--- src/core/pcgen_map.vh ---
`ifndef PCGEN_MAP_VH
`define PCGEN_MAP_VH

// register offsets (byte addresses on the plain register port)
`define PCGEN_ADDR_W 8
`define PCGEN_OFS_CHIP_CFG 8'h00
`define PCGEN_OFS_PIN_CFG 8'h04
`define PCGEN_OFS_STATUS 8'h08

// chip_config_reg fields
`define PCGEN_DIVSEL_LSB 0
`define PCGEN_DIVSEL_MSB 2
`define PCGEN_DIVSEL_BIT0_RST 1'b0

// pin_config_reg fields
`define PCGEN_GATE_LSB 0
`define PCGEN_GATE_MSB 5
`define PCGEN_GATE_RST 6'h3F

// status register fields
`define PCGEN_ST_CODE_LSB 0
`define PCGEN_ST_CODE_MSB 2
`define PCGEN_ST_RATIO_LSB 4
`define PCGEN_ST_RATIO_MSB 7
`define PCGEN_ST_LOCK_BIT 8
`define PCGEN_ST_STRAP_LSB 12
`define PCGEN_ST_STRAP_MSB 15

// divide select codes
`define PCGEN_CODE_000 3'h0
`define PCGEN_CODE_001 3'h1
`define PCGEN_CODE_010 3'h2
`define PCGEN_CODE_011 3'h3
`define PCGEN_CODE_100 3'h4
`define PCGEN_CODE_101 3'h5
`define PCGEN_CODE_110 3'h6
`define PCGEN_CODE_111 3'h7

// core clock divide ratios
`define PCGEN_RATIO_4 4'h4
`define PCGEN_RATIO_5 4'h5
`define PCGEN_RATIO_8 4'h8
`define PCGEN_RATIO_9 4'h9
`define PCGEN_RATIO_10 4'hA
`define PCGEN_RATIO_11 4'hB

// divider count at reset: the first edge after release closes a period
`define PCGEN_DIV_CNT_RST 4'h3

// feedback period measurement
`define PCGEN_FB_CNT_W 8
`define PCGEN_FB_CNT_MAX 8'hFF
`define PCGEN_FB_MIN_PERIOD 8'h02

`endif

--- src/core/pcgen_div.v ---
`timescale 1ns/100ps
`include "pcgen_map.vh"

module pcgen_div (
    // clock and reset
    input wire clk_in,
    input wire rst_n_in,
    // ratio control
    input wire [3:0] ratio_in,
    // divided clock, period end and active ratio
    output reg clk_div_out,
    output wire wrap_out,
    output wire [3:0] ratio_out
);

reg [3:0] cnt_r;
reg [3:0] ratio_r;
wire [3:0] last_cnt;
wire [3:0] half_cnt;

assign last_cnt = ratio_r - 4'h1;
assign half_cnt = {1'b0, ratio_r[3:1]};
assign wrap_out = (cnt_r == last_cnt);
assign ratio_out = ratio_r;

// new ratio only taken at period end, so no runt pulse on a change
always @(posedge clk_in or negedge rst_n_in)
begin
    if (!rst_n_in)
    begin
        // starting mid count would give a short first period after reset
        cnt_r <= `PCGEN_DIV_CNT_RST;
        ratio_r <= `PCGEN_RATIO_4;
        clk_div_out <= 1'b0;
    end
    else
    begin
        if (wrap_out)
        begin
            cnt_r <= 4'h0;
            ratio_r <= ratio_in;
            clk_div_out <= 1'b1;
        end
        else
        begin
            cnt_r <= cnt_r + 4'h1;
            // odd ratios: high half one cycle shorter than low half
            clk_div_out <= ((cnt_r + 4'h1) < half_cnt);
        end
    end
end

endmodule // pcgen_div

--- src/core/pcgen_top.v ---
// The register addresses and the strobed register port were chosen for this implementation.
`timescale 1ns/100ps
`include "pcgen_map.vh"

module pcgen_top (
    // clock and reset
    input wire CLK_SYS_IN,
    input wire RST_N_IN,
    // boot straps
    input wire [1:0] STRAP_PCI_DIV_IN,
    input wire [3:0] STRAP_CORE_MULT_IN,
    // register port
    input wire [7:0] REG_ADDR_IN,
    input wire [31:0] REG_WDATA_IN,
    input wire REG_WR_IN,
    input wire REG_RD_IN,
    output reg [31:0] REG_RDATA_OUT,
    // bus clocks and feedback
    output reg [5:0] PCI_BUS_CLOCK_OUT,
    input wire PCI_CLOCK_FEEDBACK_IN,
    // controller clock and deskew lock
    output reg PCI_CONTROLLER_CLOCK_OUT,
    output wire PCI_DESKEW_LOCK_OUT
);

// code to ratio lookup, feeds the divider; status shows the divider's active ratio
function [3:0] pcgen_ratio;
    input [2:0] code;
    begin
        case (code)
            `PCGEN_CODE_001: pcgen_ratio = `PCGEN_RATIO_4;
            `PCGEN_CODE_011: pcgen_ratio = `PCGEN_RATIO_4;
            `PCGEN_CODE_111: pcgen_ratio = `PCGEN_RATIO_5;
            `PCGEN_CODE_101: pcgen_ratio = `PCGEN_RATIO_5;
            `PCGEN_CODE_000: pcgen_ratio = `PCGEN_RATIO_8;
            `PCGEN_CODE_010: pcgen_ratio = `PCGEN_RATIO_9;
            `PCGEN_CODE_100: pcgen_ratio = `PCGEN_RATIO_10;
            `PCGEN_CODE_110: pcgen_ratio = `PCGEN_RATIO_11;
            default: pcgen_ratio = `PCGEN_RATIO_4;
        endcase
    end
endfunction

// address match, shared by the two write decodes
function pcgen_hit;
    input [7:0] addr;
    input [7:0] ofs;
    begin
        pcgen_hit = (addr == ofs);
    end
endfunction

// strap capture state
localparam ST_CAPTURE = 1'b0;
localparam ST_RUN = 1'b1;

reg state_r;
reg [2:0] pci_divide_select_r;
reg [5:0] pci_out_gate_bits_r;
reg [5:0] gate_live_r;
reg [3:0] core_mult_strap_r;
wire [3:0] div_ratio;
wire [3:0] active_ratio;
wire div_clk;
wire div_wrap;
wire wr_chip_cfg;
wire wr_pin_cfg;

assign wr_chip_cfg = REG_WR_IN && pcgen_hit(REG_ADDR_IN, `PCGEN_OFS_CHIP_CFG);
assign wr_pin_cfg = REG_WR_IN && pcgen_hit(REG_ADDR_IN, `PCGEN_OFS_PIN_CFG);

// straps are taken on the first edge after release, never under reset
reg state_nxt;
reg [2:0] pci_divide_select_nxt;
reg [3:0] core_mult_strap_nxt;

always @*
begin
    state_nxt = state_r;
    pci_divide_select_nxt = pci_divide_select_r;
    core_mult_strap_nxt = core_mult_strap_r;
    case (state_r)
        ST_CAPTURE:
        begin
            state_nxt = ST_RUN;
            // upper bits from straps, bit 0 forced low
            pci_divide_select_nxt = {STRAP_PCI_DIV_IN, `PCGEN_DIVSEL_BIT0_RST};
            // multiplier only recorded; the core clock arrives ready made
            core_mult_strap_nxt = STRAP_CORE_MULT_IN;
        end
        ST_RUN:
        begin
            // straps not looked at again until the next reset
            if (wr_chip_cfg)
            begin
                pci_divide_select_nxt =
                    REG_WDATA_IN[`PCGEN_DIVSEL_MSB:`PCGEN_DIVSEL_LSB];
            end
        end
        default:
        begin
            state_nxt = ST_CAPTURE;
        end
    endcase
end

always @(posedge CLK_SYS_IN or negedge RST_N_IN)
begin
    if (!RST_N_IN)
    begin
        state_r <= ST_CAPTURE;
        pci_divide_select_r <= {2'h0, `PCGEN_DIVSEL_BIT0_RST};
        core_mult_strap_r <= 4'h0;
    end
    else
    begin
        state_r <= state_nxt;
        pci_divide_select_r <= pci_divide_select_nxt;
        core_mult_strap_r <= core_mult_strap_nxt;
    end
end

// output gates
reg [5:0] pci_out_gate_bits_nxt;
reg [5:0] gate_live_nxt;

always @*
begin
    pci_out_gate_bits_nxt = pci_out_gate_bits_r;
    gate_live_nxt = gate_live_r;
    if (wr_pin_cfg)
    begin
        pci_out_gate_bits_nxt = REG_WDATA_IN[`PCGEN_GATE_MSB:`PCGEN_GATE_LSB];
    end
    // gate applied at period start so an output never gets a sliver
    if (div_wrap)
    begin
        gate_live_nxt = pci_out_gate_bits_r;
    end
end

always @(posedge CLK_SYS_IN or negedge RST_N_IN)
begin
    if (!RST_N_IN)
    begin
        pci_out_gate_bits_r <= `PCGEN_GATE_RST;
        gate_live_r <= `PCGEN_GATE_RST;
    end
    else
    begin
        pci_out_gate_bits_r <= pci_out_gate_bits_nxt;
        gate_live_r <= gate_live_nxt;
    end
end

assign div_ratio = pcgen_ratio(pci_divide_select_r);

pcgen_div i_pcgen_div (
    .clk_in(CLK_SYS_IN),
    .rst_n_in(RST_N_IN),
    .ratio_in(div_ratio),
    .clk_div_out(div_clk),
    .wrap_out(div_wrap),
    .ratio_out(active_ratio)
);

// six gated copies from flip-flops, all in step
wire [5:0] bus_clk_nxt;

assign bus_clk_nxt = {6{div_clk}} & gate_live_r;

always @(posedge CLK_SYS_IN or negedge RST_N_IN)
begin
    if (!RST_N_IN)
    begin
        PCI_BUS_CLOCK_OUT <= 6'h00;
    end
    else
    begin
        PCI_BUS_CLOCK_OUT <= bus_clk_nxt;
    end
end

// deskew stage: feedback follows the board loop back
reg fb_r;
reg fb_prev_r;
reg [7:0] fb_cnt_r;
reg [7:0] fb_period_r;
reg fb_lock_r;
wire fb_rise;

assign fb_rise = fb_r && !fb_prev_r;
assign PCI_DESKEW_LOCK_OUT = fb_lock_r;

// regenerated clock tracks the input rate; fixed latency of two edges
always @(posedge CLK_SYS_IN or negedge RST_N_IN)
begin
    if (!RST_N_IN)
    begin
        fb_r <= 1'b0;
        fb_prev_r <= 1'b0;
        PCI_CONTROLLER_CLOCK_OUT <= 1'b0;
    end
    else
    begin
        fb_r <= PCI_CLOCK_FEEDBACK_IN;
        fb_prev_r <= fb_r;
        PCI_CONTROLLER_CLOCK_OUT <= fb_r;
    end
end

// lock when two feedback periods in a row match; lost if feedback stops
reg [7:0] fb_cnt_nxt;
reg [7:0] fb_period_nxt;
reg fb_lock_nxt;

always @*
begin
    fb_cnt_nxt = fb_cnt_r;
    fb_period_nxt = fb_period_r;
    fb_lock_nxt = fb_lock_r;
    if (fb_rise)
    begin
        fb_cnt_nxt = 8'h01;
        fb_period_nxt = fb_cnt_r;
        fb_lock_nxt = (fb_cnt_r == fb_period_r) &&
                      (fb_cnt_r >= `PCGEN_FB_MIN_PERIOD);
    end
    else if (fb_cnt_r != `PCGEN_FB_CNT_MAX)
    begin
        fb_cnt_nxt = fb_cnt_r + 8'h01;
    end
    else
    begin
        // feedback gone: forget the period so a restart relocks cleanly
        fb_lock_nxt = 1'b0;
        fb_period_nxt = 8'h00;
    end
end

always @(posedge CLK_SYS_IN or negedge RST_N_IN)
begin
    if (!RST_N_IN)
    begin
        fb_cnt_r <= 8'h00;
        fb_period_r <= 8'h00;
        fb_lock_r <= 1'b0;
    end
    else
    begin
        fb_cnt_r <= fb_cnt_nxt;
        fb_period_r <= fb_period_nxt;
        fb_lock_r <= fb_lock_nxt;
    end
end

// register read, data in the cycle after the strobe; unmapped reads zero
reg [31:0] rd_nxt;

always @*
begin
    rd_nxt = 32'h00000000;
    case (REG_ADDR_IN)
        `PCGEN_OFS_CHIP_CFG:
            rd_nxt[`PCGEN_DIVSEL_MSB:`PCGEN_DIVSEL_LSB] = pci_divide_select_r;
        `PCGEN_OFS_PIN_CFG:
            rd_nxt[`PCGEN_GATE_MSB:`PCGEN_GATE_LSB] = pci_out_gate_bits_r;
        `PCGEN_OFS_STATUS:
        begin
            rd_nxt[`PCGEN_ST_CODE_MSB:`PCGEN_ST_CODE_LSB] = pci_divide_select_r;
            rd_nxt[`PCGEN_ST_RATIO_MSB:`PCGEN_ST_RATIO_LSB] = active_ratio;
            rd_nxt[`PCGEN_ST_LOCK_BIT] = fb_lock_r;
            rd_nxt[`PCGEN_ST_STRAP_MSB:`PCGEN_ST_STRAP_LSB] = core_mult_strap_r;
        end
        default:
            rd_nxt = 32'h00000000;
    endcase
end

always @(posedge CLK_SYS_IN or negedge RST_N_IN)
begin
    if (!RST_N_IN)
    begin
        REG_RDATA_OUT <= 32'h00000000;
    end
    else if (REG_RD_IN)
    begin
        REG_RDATA_OUT <= rd_nxt;
    end
    else
    begin
        REG_RDATA_OUT <= 32'h00000000;
    end
end

endmodule // pcgen_top

--- config.mk ---
export PLATFORM = sky130hd
export DESIGN_NAME = pcgen_top
export DESIGN_NICKNAME = d
export VERILOG_FILES = /design/src/core/pcgen_div.v /design/src/core/pcgen_top.v
export VERILOG_INCLUDE_DIRS = /design/src /design/src/core
export SDC_FILE = /design/constraint.sdc
export NUM_CORES = 1
export LEC_CHECK = 0
export BUFFER_PORTS_ARGS = -buffer_cell sky130_fd_sc_hd__buf_2
export CAP_MARGIN = 20
export CORE_MARGIN = 5
export CORE_UTILIZATION = 40
export DETAILED_ROUTE_END_ITERATION = 7
export SLEW_MARGIN = 25
export SYNTH_ARGS = -nofsm -noshare
export SYNTH_HDL_FRONTEND = slang
export SYNTH_SLANG_ARGS = --single-unit
--- constraint.sdc ---
create_clock -name CLK_SYS_IN -period 2.4 [get_ports CLK_SYS_IN]
set_input_delay 0.36 -clock CLK_SYS_IN [delete_from_list [all_inputs] [get_ports CLK_SYS_IN]]
set_output_delay 0.36 -clock CLK_SYS_IN [all_outputs]
set_load 0.03 [all_outputs]
==> results.sh, run 1 <==
export IMPL_initial_core_util_pct=41.46
export IMPL_netlist_area_um2=3023
export IMPL_clock_latency_ns=0.34
export IMPL_antenna_found_initial=0
export IMPL_synth_warnings=0
export IMPL_p_comb_share_pct=25.7
export IMPL_status="complete, no violations"
export IMPL_vias=1874
export IMPL_clk_pin_slew_worst_paths_ns=0.07
export IMPL_finalPower_w=0.003537
export IMPL_r2r_start="fb_cnt_r[1]"
export IMPL_p_seq_share_pct=44.9
export IMPL_drt_first_iter_violations=75
export IMPL_drv_cap=0
export IMPL_clock_fmax_mhz=497.3
export IMPL_yosysTopAreaCellShare_pct=43.05
export IMPL_setup_violations=0
export IMPL_fp_dieArea_um2=9395
export IMPL_synth_seq_cells=67
export IMPL_grt_pass1_wl_um=9522
export IMPL_cts_max_level=3
export IMPL_die_w_um=96.93
export IMPL_fin_nets=346
export IMPL_reg2reg_depth=5
export IMPL_rr_endpoint="PCI_DESKEW_LOCK_OUT"
export IMPL_drt_antenna_violating_nets=0
export IMPL_synthTopCellsByArea="dfrtp_1, dfstp_2, mux2_2"
export IMPL_report_final_slew_viol_count=0
export IMPL_dr_pass1_iters=4
export IMPL_die_y_um=96.93
export IMPL_startpoint_type="flip-flop"
export IMPL_p_switching_w=0.001110
export IMPL_hold_buffers=0
export IMPL_grt_ovfl_total=0
export IMPL_remaining_drc_errors=0
export IMPL_fillers=700
export IMPL_syn_area_per_cell_um2=12.49
export IMPL_hold_violations=0
export IMPL_io_buffers=45
export IMPL_p_clk_share_pct=29.4
export IMPL_grt_use_total_pct=12.58
export IMPL_cts_buffers_inserted=9
export IMPL_grt_setup_unrepaired="no"
export IMPL_cts_sinks=67
export IMPL_critPathKind="reg2reg"
export IMPL_hold_class="in2async"
export IMPL_power_density_nw_per_um2=1010
export IMPL_grt_pass1_vias=1904
export IMPL_finalWirelength_um=5512
export IMPL_cts_tree="built"
export IMPL_crit_arrival_ns=2.23
export IMPL_syn_to_final_growth_pct=15.85
export IMPL_fin_setup_tns_ns=0
export IMPL_fin_crit_sh_pct=83.79
export IMPL_slew_headroom_pct=54.31
export IMPL_synth_edff_count=0
export IMPL_root_buffer="clkbuf_8"
export IMPL_rows=31
export IMPL_core_area_um2=7292
export IMPL_min_period_ns=2.011
export IMPL_path_max_fanout=9
export IMPL_p_int_w=0.002428
export IMPL_io_pins=91
export IMPL_crit_required_ns=2.62
export IMPL_post_drt_wl_per_cell_um=14.03
export IMPL_cts_setup_buffers=0
export IMPL_vias_per_cell=4.768
export IMPL_cp_end_kind="flip-flop"
export IMPL_postCtsResizedCells=0
export IMPL_synth_seq_area_share_pct=56.08
export IMPL_clockBufferDepth=2
export IMPL_ys_flop_type="dfrtp_1"
export IMPL_p_leak_nw=1.744
export IMPL_hpwl_um=3921
export IMPL_switching_share_pct=31.37
export IMPL_ys_async_sr_fraction_pct=100.0
export IMPL_grt_max_degree=40
export IMPL_gp_congestion=0.7739
export IMPL_netlist_instances=242
export IMPL_yosysTopAreaCell="dfrtp_1"
export IMPL_drive_gt1_share_pct=34.35
export IMPL_finClkSkew_ns=0.007793
export IMPL_regToRegSetupSlack_ns=0.39
export IMPL_worstMarginPinSlew_ns=0.6853
export IMPL_antennaDiodeCount=0
export IMPL_peakVddDrop_v=0.0004236
export IMPL_yosysUniqueCellTypes=43
[flip-flops by register name, indices dropped and copies added, names as in the netlist]
signal / count
REG_RDATA_OUT: 13
pci_out_gate_bits_r: 6
core_mult_strap_r: 4
i_pcgen_div.cnt_r: 4
PCI_DESKEW_LOCK_OUT: 1
PCI_BUS_CLOCK_OUT: 6
state_r: 1
i_pcgen_div.ratio_out: 4
pci_divide_select_r: 3
fb_r: 1
fb_prev_r: 1
fb_cnt_r: 8
i_pcgen_div.clk_div_out: 1
fb_period_r: 8
gate_live_r: 6
[placed cells by master (no fill, tap or decap), types with 2 or more instances in the layout]
| master | instances |
|---|---|
| nor2_1 | 9 |
| nand2b_1 | 2 |
| inv_1 | 6 |
| dfrtp_1 | 52 |
| xnor2_1 | 9 |
| a211oi_1 | 2 |
| and3_1 | 10 |
| o21ai_0 | 5 |
| and2_1 | 8 |
| xor2_1 | 11 |
| mux2i_1 | 7 |
| nand2_1 | 3 |
| nor3_1 | 2 |
| mux2_2 | 14 |
| clkbuf_8 | 10 |
| buf_4 | 4 |
| buf_2 | 45 |
| nor4_1 | 4 |
| nor2b_1 | 4 |
| nand3_1 | 4 |
| ha_1 | 6 |
| bufinv_16 | 2 |
| clkinvlp_4 | 2 |
| a22o_1 | 13 |
| dfstp_2 | 15 |
| a21oi_1 | 5 |
| mux2_4 | 3 |
| conb_1 | 20 |
[worst max-delay path, stage by stage (launching register included)]
cell	delay [ns]
dfrtp_1	0.49
ha_1	0.23
nand3_2	0.13
or3_1	0.50
nor2b_1	0.28
a32o_1	0.27
[power groups by stage]
stage | clock (W) | combinational (W) | sequential (W)
finish | 0.00104 | 0.000908 | 0.00159
floorplan | 0 | 0.000750 | 0.00158
global placement | 0 | 0.000893 | 0.00161
detailed placement | 0 | 0.000915 | 0.00161
CTS | 0.00107 | 0.000921 | 0.00159
global route | 0.00112 | 0.00101 | 0.00163
[stage by stage]
| stage | worst slack, ns | hold slack (ns) | cell area, µm² | utilization [%] | cells |
|---|---|---|---|---|---|
| floorplan | 0.5742 | 0.06441 | 3090 | - | 260 |
| global placement | 0.3878 | 0.3535 | 3276 | 44.92 | 377 |
| detailed placement | 0.4054 | 0.3569 | 3276 | 44.92 | 377 |
| CTS | 0.3896 | 0.06875 | 3502 | 48.03 | 393 |
| global route | 0.2712 | 0.1069 | 3502 | 48.03 | 393 |
| finish | 0.3891 | 0.06254 | 3502 | 48.03 | 393 |
[Yosys cell counts (2+ instances only)]
| library cell | n |
|---|---|
| dfrtp_1 | 52 |
| nor2_1 | 9 |
| nand2b_1 | 2 |
| buf_2 | 5 |
| conb_1 | 2 |
| nor4_1 | 4 |
| mux2_4 | 3 |
| inv_1 | 6 |
| o21ai_0 | 5 |
| nor2b_1 | 4 |
| a22o_1 | 13 |
| buf_6 | 2 |
| buf_4 | 19 |
| a211oi_1 | 2 |
| mux2_2 | 14 |
| a21oi_1 | 5 |
| and3_1 | 10 |
| mux2i_1 | 7 |
| ha_1 | 6 |
| nor3_1 | 2 |
| nand2_1 | 3 |
| dfstp_2 | 15 |
| clkbuf_1 | 4 |
| xnor2_1 | 9 |
| nand3_1 | 4 |
| and2_1 | 8 |
| xor2_1 | 11 |
[area by class of cell]
type	count	area, µm²	share of cell area (%)
flip-flops and latches	67	1695	48.41
multi-input cells	155	1159	33.08
repair buffers	50	275.3	7.860
clock buffers	10	137.6	3.930
well taps	99	123.9	3.537
clock inverters	6	88.84	2.537
inverters	6	22.52	0.6431
[worst max-delay path by stage]
stage | from | endpoint
after floorplan | i_pcgen_div.ratio_out[0] | gate_live_r[4]
after global placement | fb_cnt_r[0] | PCI_DESKEW_LOCK_OUT
after detailed placement | fb_cnt_r[1] | PCI_DESKEW_LOCK_OUT
after CTS | fb_cnt_r[1] | PCI_DESKEW_LOCK_OUT
after global routing | fb_cnt_r[1] | PCI_DESKEW_LOCK_OUT
final | fb_cnt_r[1] | PCI_DESKEW_LOCK_OUT
[metal layers]
layer  track usage [%]  routed length, µm  vias to the layer above
li1                  -                  -                      893
met1             18.67               2777                      897
met2             15.87               2136                       71
met3             4.317                451                       13
met4             6.371                145                        0
met5                 0                  0                        -
[cells by family after synthesis]
logic type | synth area share [%]
AOI/OAI and AO/OA | 7.657
buffers and inverters | 7.822
adders and majority gates | 2.483
other | 0.2484
and+or+nand+nor | 10.89
xor gates and xnor gates | 5.795
DFF | 56.08
muxes | 9.023
Power figures use the tool's default switching activity.
==> run 2, diff against run 1 <==
--- a/config.mk
+++ b/config.mk
@@ -11,6 +11,7 @@
 export CORE_MARGIN = 5
 export CORE_UTILIZATION = 40
 export DETAILED_ROUTE_END_ITERATION = 7
+export PLACE_DENSITY = 0.67
 export SLEW_MARGIN = 25
 export SYNTH_ARGS = -nofsm -noshare
 export SYNTH_HDL_FRONTEND = slang
==> constraint.sdc (replaced) <==
create_clock -name CLK_SYS_IN -period 1.7 [get_ports CLK_SYS_IN]
set_input_delay 0.255 -clock CLK_SYS_IN [delete_from_list [all_inputs] [get_ports CLK_SYS_IN]]
set_output_delay 0.255 -clock CLK_SYS_IN [all_outputs]
set_load 0.03 [all_outputs]
==> results.sh, run 2 (synthesized netlist as in run 1, its figures left out) <==
export IMPL_finalWorstSetupSlack_ns=-0.09314
export IMPL_antenna_found_initial=0
export IMPL_largest_reg_flops=13
export IMPL_hpwl_um=4140
export IMPL_largestRegisters="REG_RDATA_OUT: 13 flops, fb_cnt_r: 8 flops, fb_period_r: 8 flops"
export IMPL_vias=1955
export IMPL_syn_to_final_growth_pct=26.24
export IMPL_drv_cap=0
export IMPL_p_seq_share_pct=38.7
export IMPL_reg2reg_depth=6
export IMPL_gp_congestion=0.7887
export IMPL_drive_gt1_share_pct=42.95
export IMPL_power_density_nw_per_um2=1483
export IMPL_hold_violations=0
export IMPL_status="complete, but fails checks"
export IMPL_switching_share_pct=31.28
export IMPL_final_common_cell="dfrtp_1"
export IMPL_grt_ovfl_total=0
export IMPL_p_leak_nw=1.900
export IMPL_startpoint_type="flip-flop"
export IMPL_io_pins=91
export IMPL_remaining_drc_errors=0
export IMPL_crit_required_ns=1.97
export IMPL_vias_per_cell=4.677
export IMPL_clock_latency_ns=0.34
export IMPL_regMostFlops="REG_RDATA_OUT"
export IMPL_hold_class="in2reg"
export IMPL_mostFrequentLayoutCells="dfrtp_1, buf_2, buf_4, conb_1, dfstp_2"
export IMPL_finalPower_w=0.005661
export IMPL_clock_fmax_mhz=557.7
export IMPL_drt_antenna_violating_nets=0
export IMPL_post_drt_wl_per_cell_um=14.31
export IMPL_grt_pass1_vias=2031
export IMPL_setup_violations=8
export IMPL_core_area_um2=7292
export IMPL_cts_tree="built"
export IMPL_p_comb_share_pct=34.4
export IMPL_grt_max_degree=68
export IMPL_fin_nets=371
export IMPL_die_y_um=96.93
export IMPL_grt_pass1_wl_um=9901
export IMPL_finalWirelength_um=5983
export IMPL_clockBufferDepth=2
export IMPL_p_clk_share_pct=27.0
export IMPL_drt_first_iter_violations=45
export IMPL_fp_dieArea_um2=9395
export IMPL_cts_buffers_inserted=9
export IMPL_violations="negative setup slack"
export IMPL_hold_depth=2
export IMPL_hold_slack_ns=0.1445
export IMPL_grt_setup_unrepaired="yes"
export IMPL_path_max_fanout=6
export IMPL_antennaDiodeCount=0
export IMPL_finClkSkew_ns=0.008022
export IMPL_report_final_slew_viol_count=0
export IMPL_dr_pass1_iters=4
export IMPL_io_buffers=45
export IMPL_regToRegSetupSlack_ns=-0.09
export IMPL_critPathKind="reg2reg"
export IMPL_min_period_ns=1.793
export IMPL_crit_arrival_ns=2.06
export IMPL_cp_end_kind="flip-flop"
export IMPL_root_buffer="clkbuf_8"
export IMPL_peakVddDrop_v=0.0005832
export IMPL_cts_max_level=3
export IMPL_p_int_w=0.003890
export IMPL_cts_sinks=67
export IMPL_clk_pin_slew_worst_paths_ns=0.07
export IMPL_rows=31
export IMPL_die_w_um=96.93
export IMPL_fin_crit_sh_pct=105.5
export IMPL_initial_core_util_pct=41.46
export IMPL_grt_use_total_pct=13.17
export IMPL_p_switching_w=0.001771
run 2: per-layer routing:
layer	track usage, %	wire (µm)	up-vias
met5	0	0	-
met4	4.536	74	0
met3	5.396	407	6
met2	19.90	2730	57
met1	17.07	2771	952
li1	-	-	940
run 2: critical path, stage by stage, from the launching register on:
cell and delay [ns]:
dfrtp_1 0.40, buf_6 0.13, nor3_4 0.21, xnor2_2 0.12, nor4_4 0.35, buf_6 0.19, mux2_4 0.30
run 2: worst paths after layout:
path	startpoint	to
max	i_pcgen_div.ratio_out[1]	gate_live_r[4]
min	STRAP_CORE_MULT_IN[2]	core_mult_strap_r[2]
max reg2reg	i_pcgen_div.ratio_out[1]	gate_live_r[4]
min reg2reg	fb_r	fb_prev_r
max in group asynchronous	RST_N_IN	gate_live_r[1]
min in group asynchronous	RST_N_IN	i_pcgen_div.cnt_r[2]
run 2: final cells by class:
| cell class | count | area [µm²] |
|---|---|---|
| inverter | 6 | 22.52 |
| tap | 99 | 123.9 |
| timing repair buffer | 75 | 486.7 |
| sequential | 67 | 1695 |
| fill | 660 | 3476 |
| clock inverter | 5 | 83.83 |
| clock buffer | 11 | 151.4 |
| multi-input combinational | 155 | 1252 |
run 2: timing repair:
item | 4_1_cts | 5_1_grt
buffers inserted | 3 | 1
cloned | 0 | 0
gates resized for setup | 12 | 10
endpoints found under the hold margin | 52 | 1
setup endpoints to repair | 10 | 15
pin swaps | 4 | 1
hold buffers | 1 | 1
run 2: power by group through the flow:
stage,clock network [W],registers (W),logic (W)
floorplan,0,0.00223,0.00108
global placement,0,0.00218,0.00156
detailed placement,0,0.00220,0.00159
CTS,0.00156,0.00219,0.00178
global route,0.00163,0.00223,0.00212
finish,0.00153,0.00219,0.00195
run 2: through the flow:
stage	utilization, %	std cells	TNS [ns]	setup slack (ns)	area, µm²
after floorplan	-	260	-0.7267	-0.1243	3117
after global placement	47.15	396	-0.3772	-0.06620	3438
after detailed placement	47.15	396	-0.7036	-0.1175	3438
after CTS	51.48	416	-0.4437	-0.07020	3754
after global routing	52.33	418	-1.510	-0.1743	3816
final	52.33	418	-0.6187	-0.09314	3816
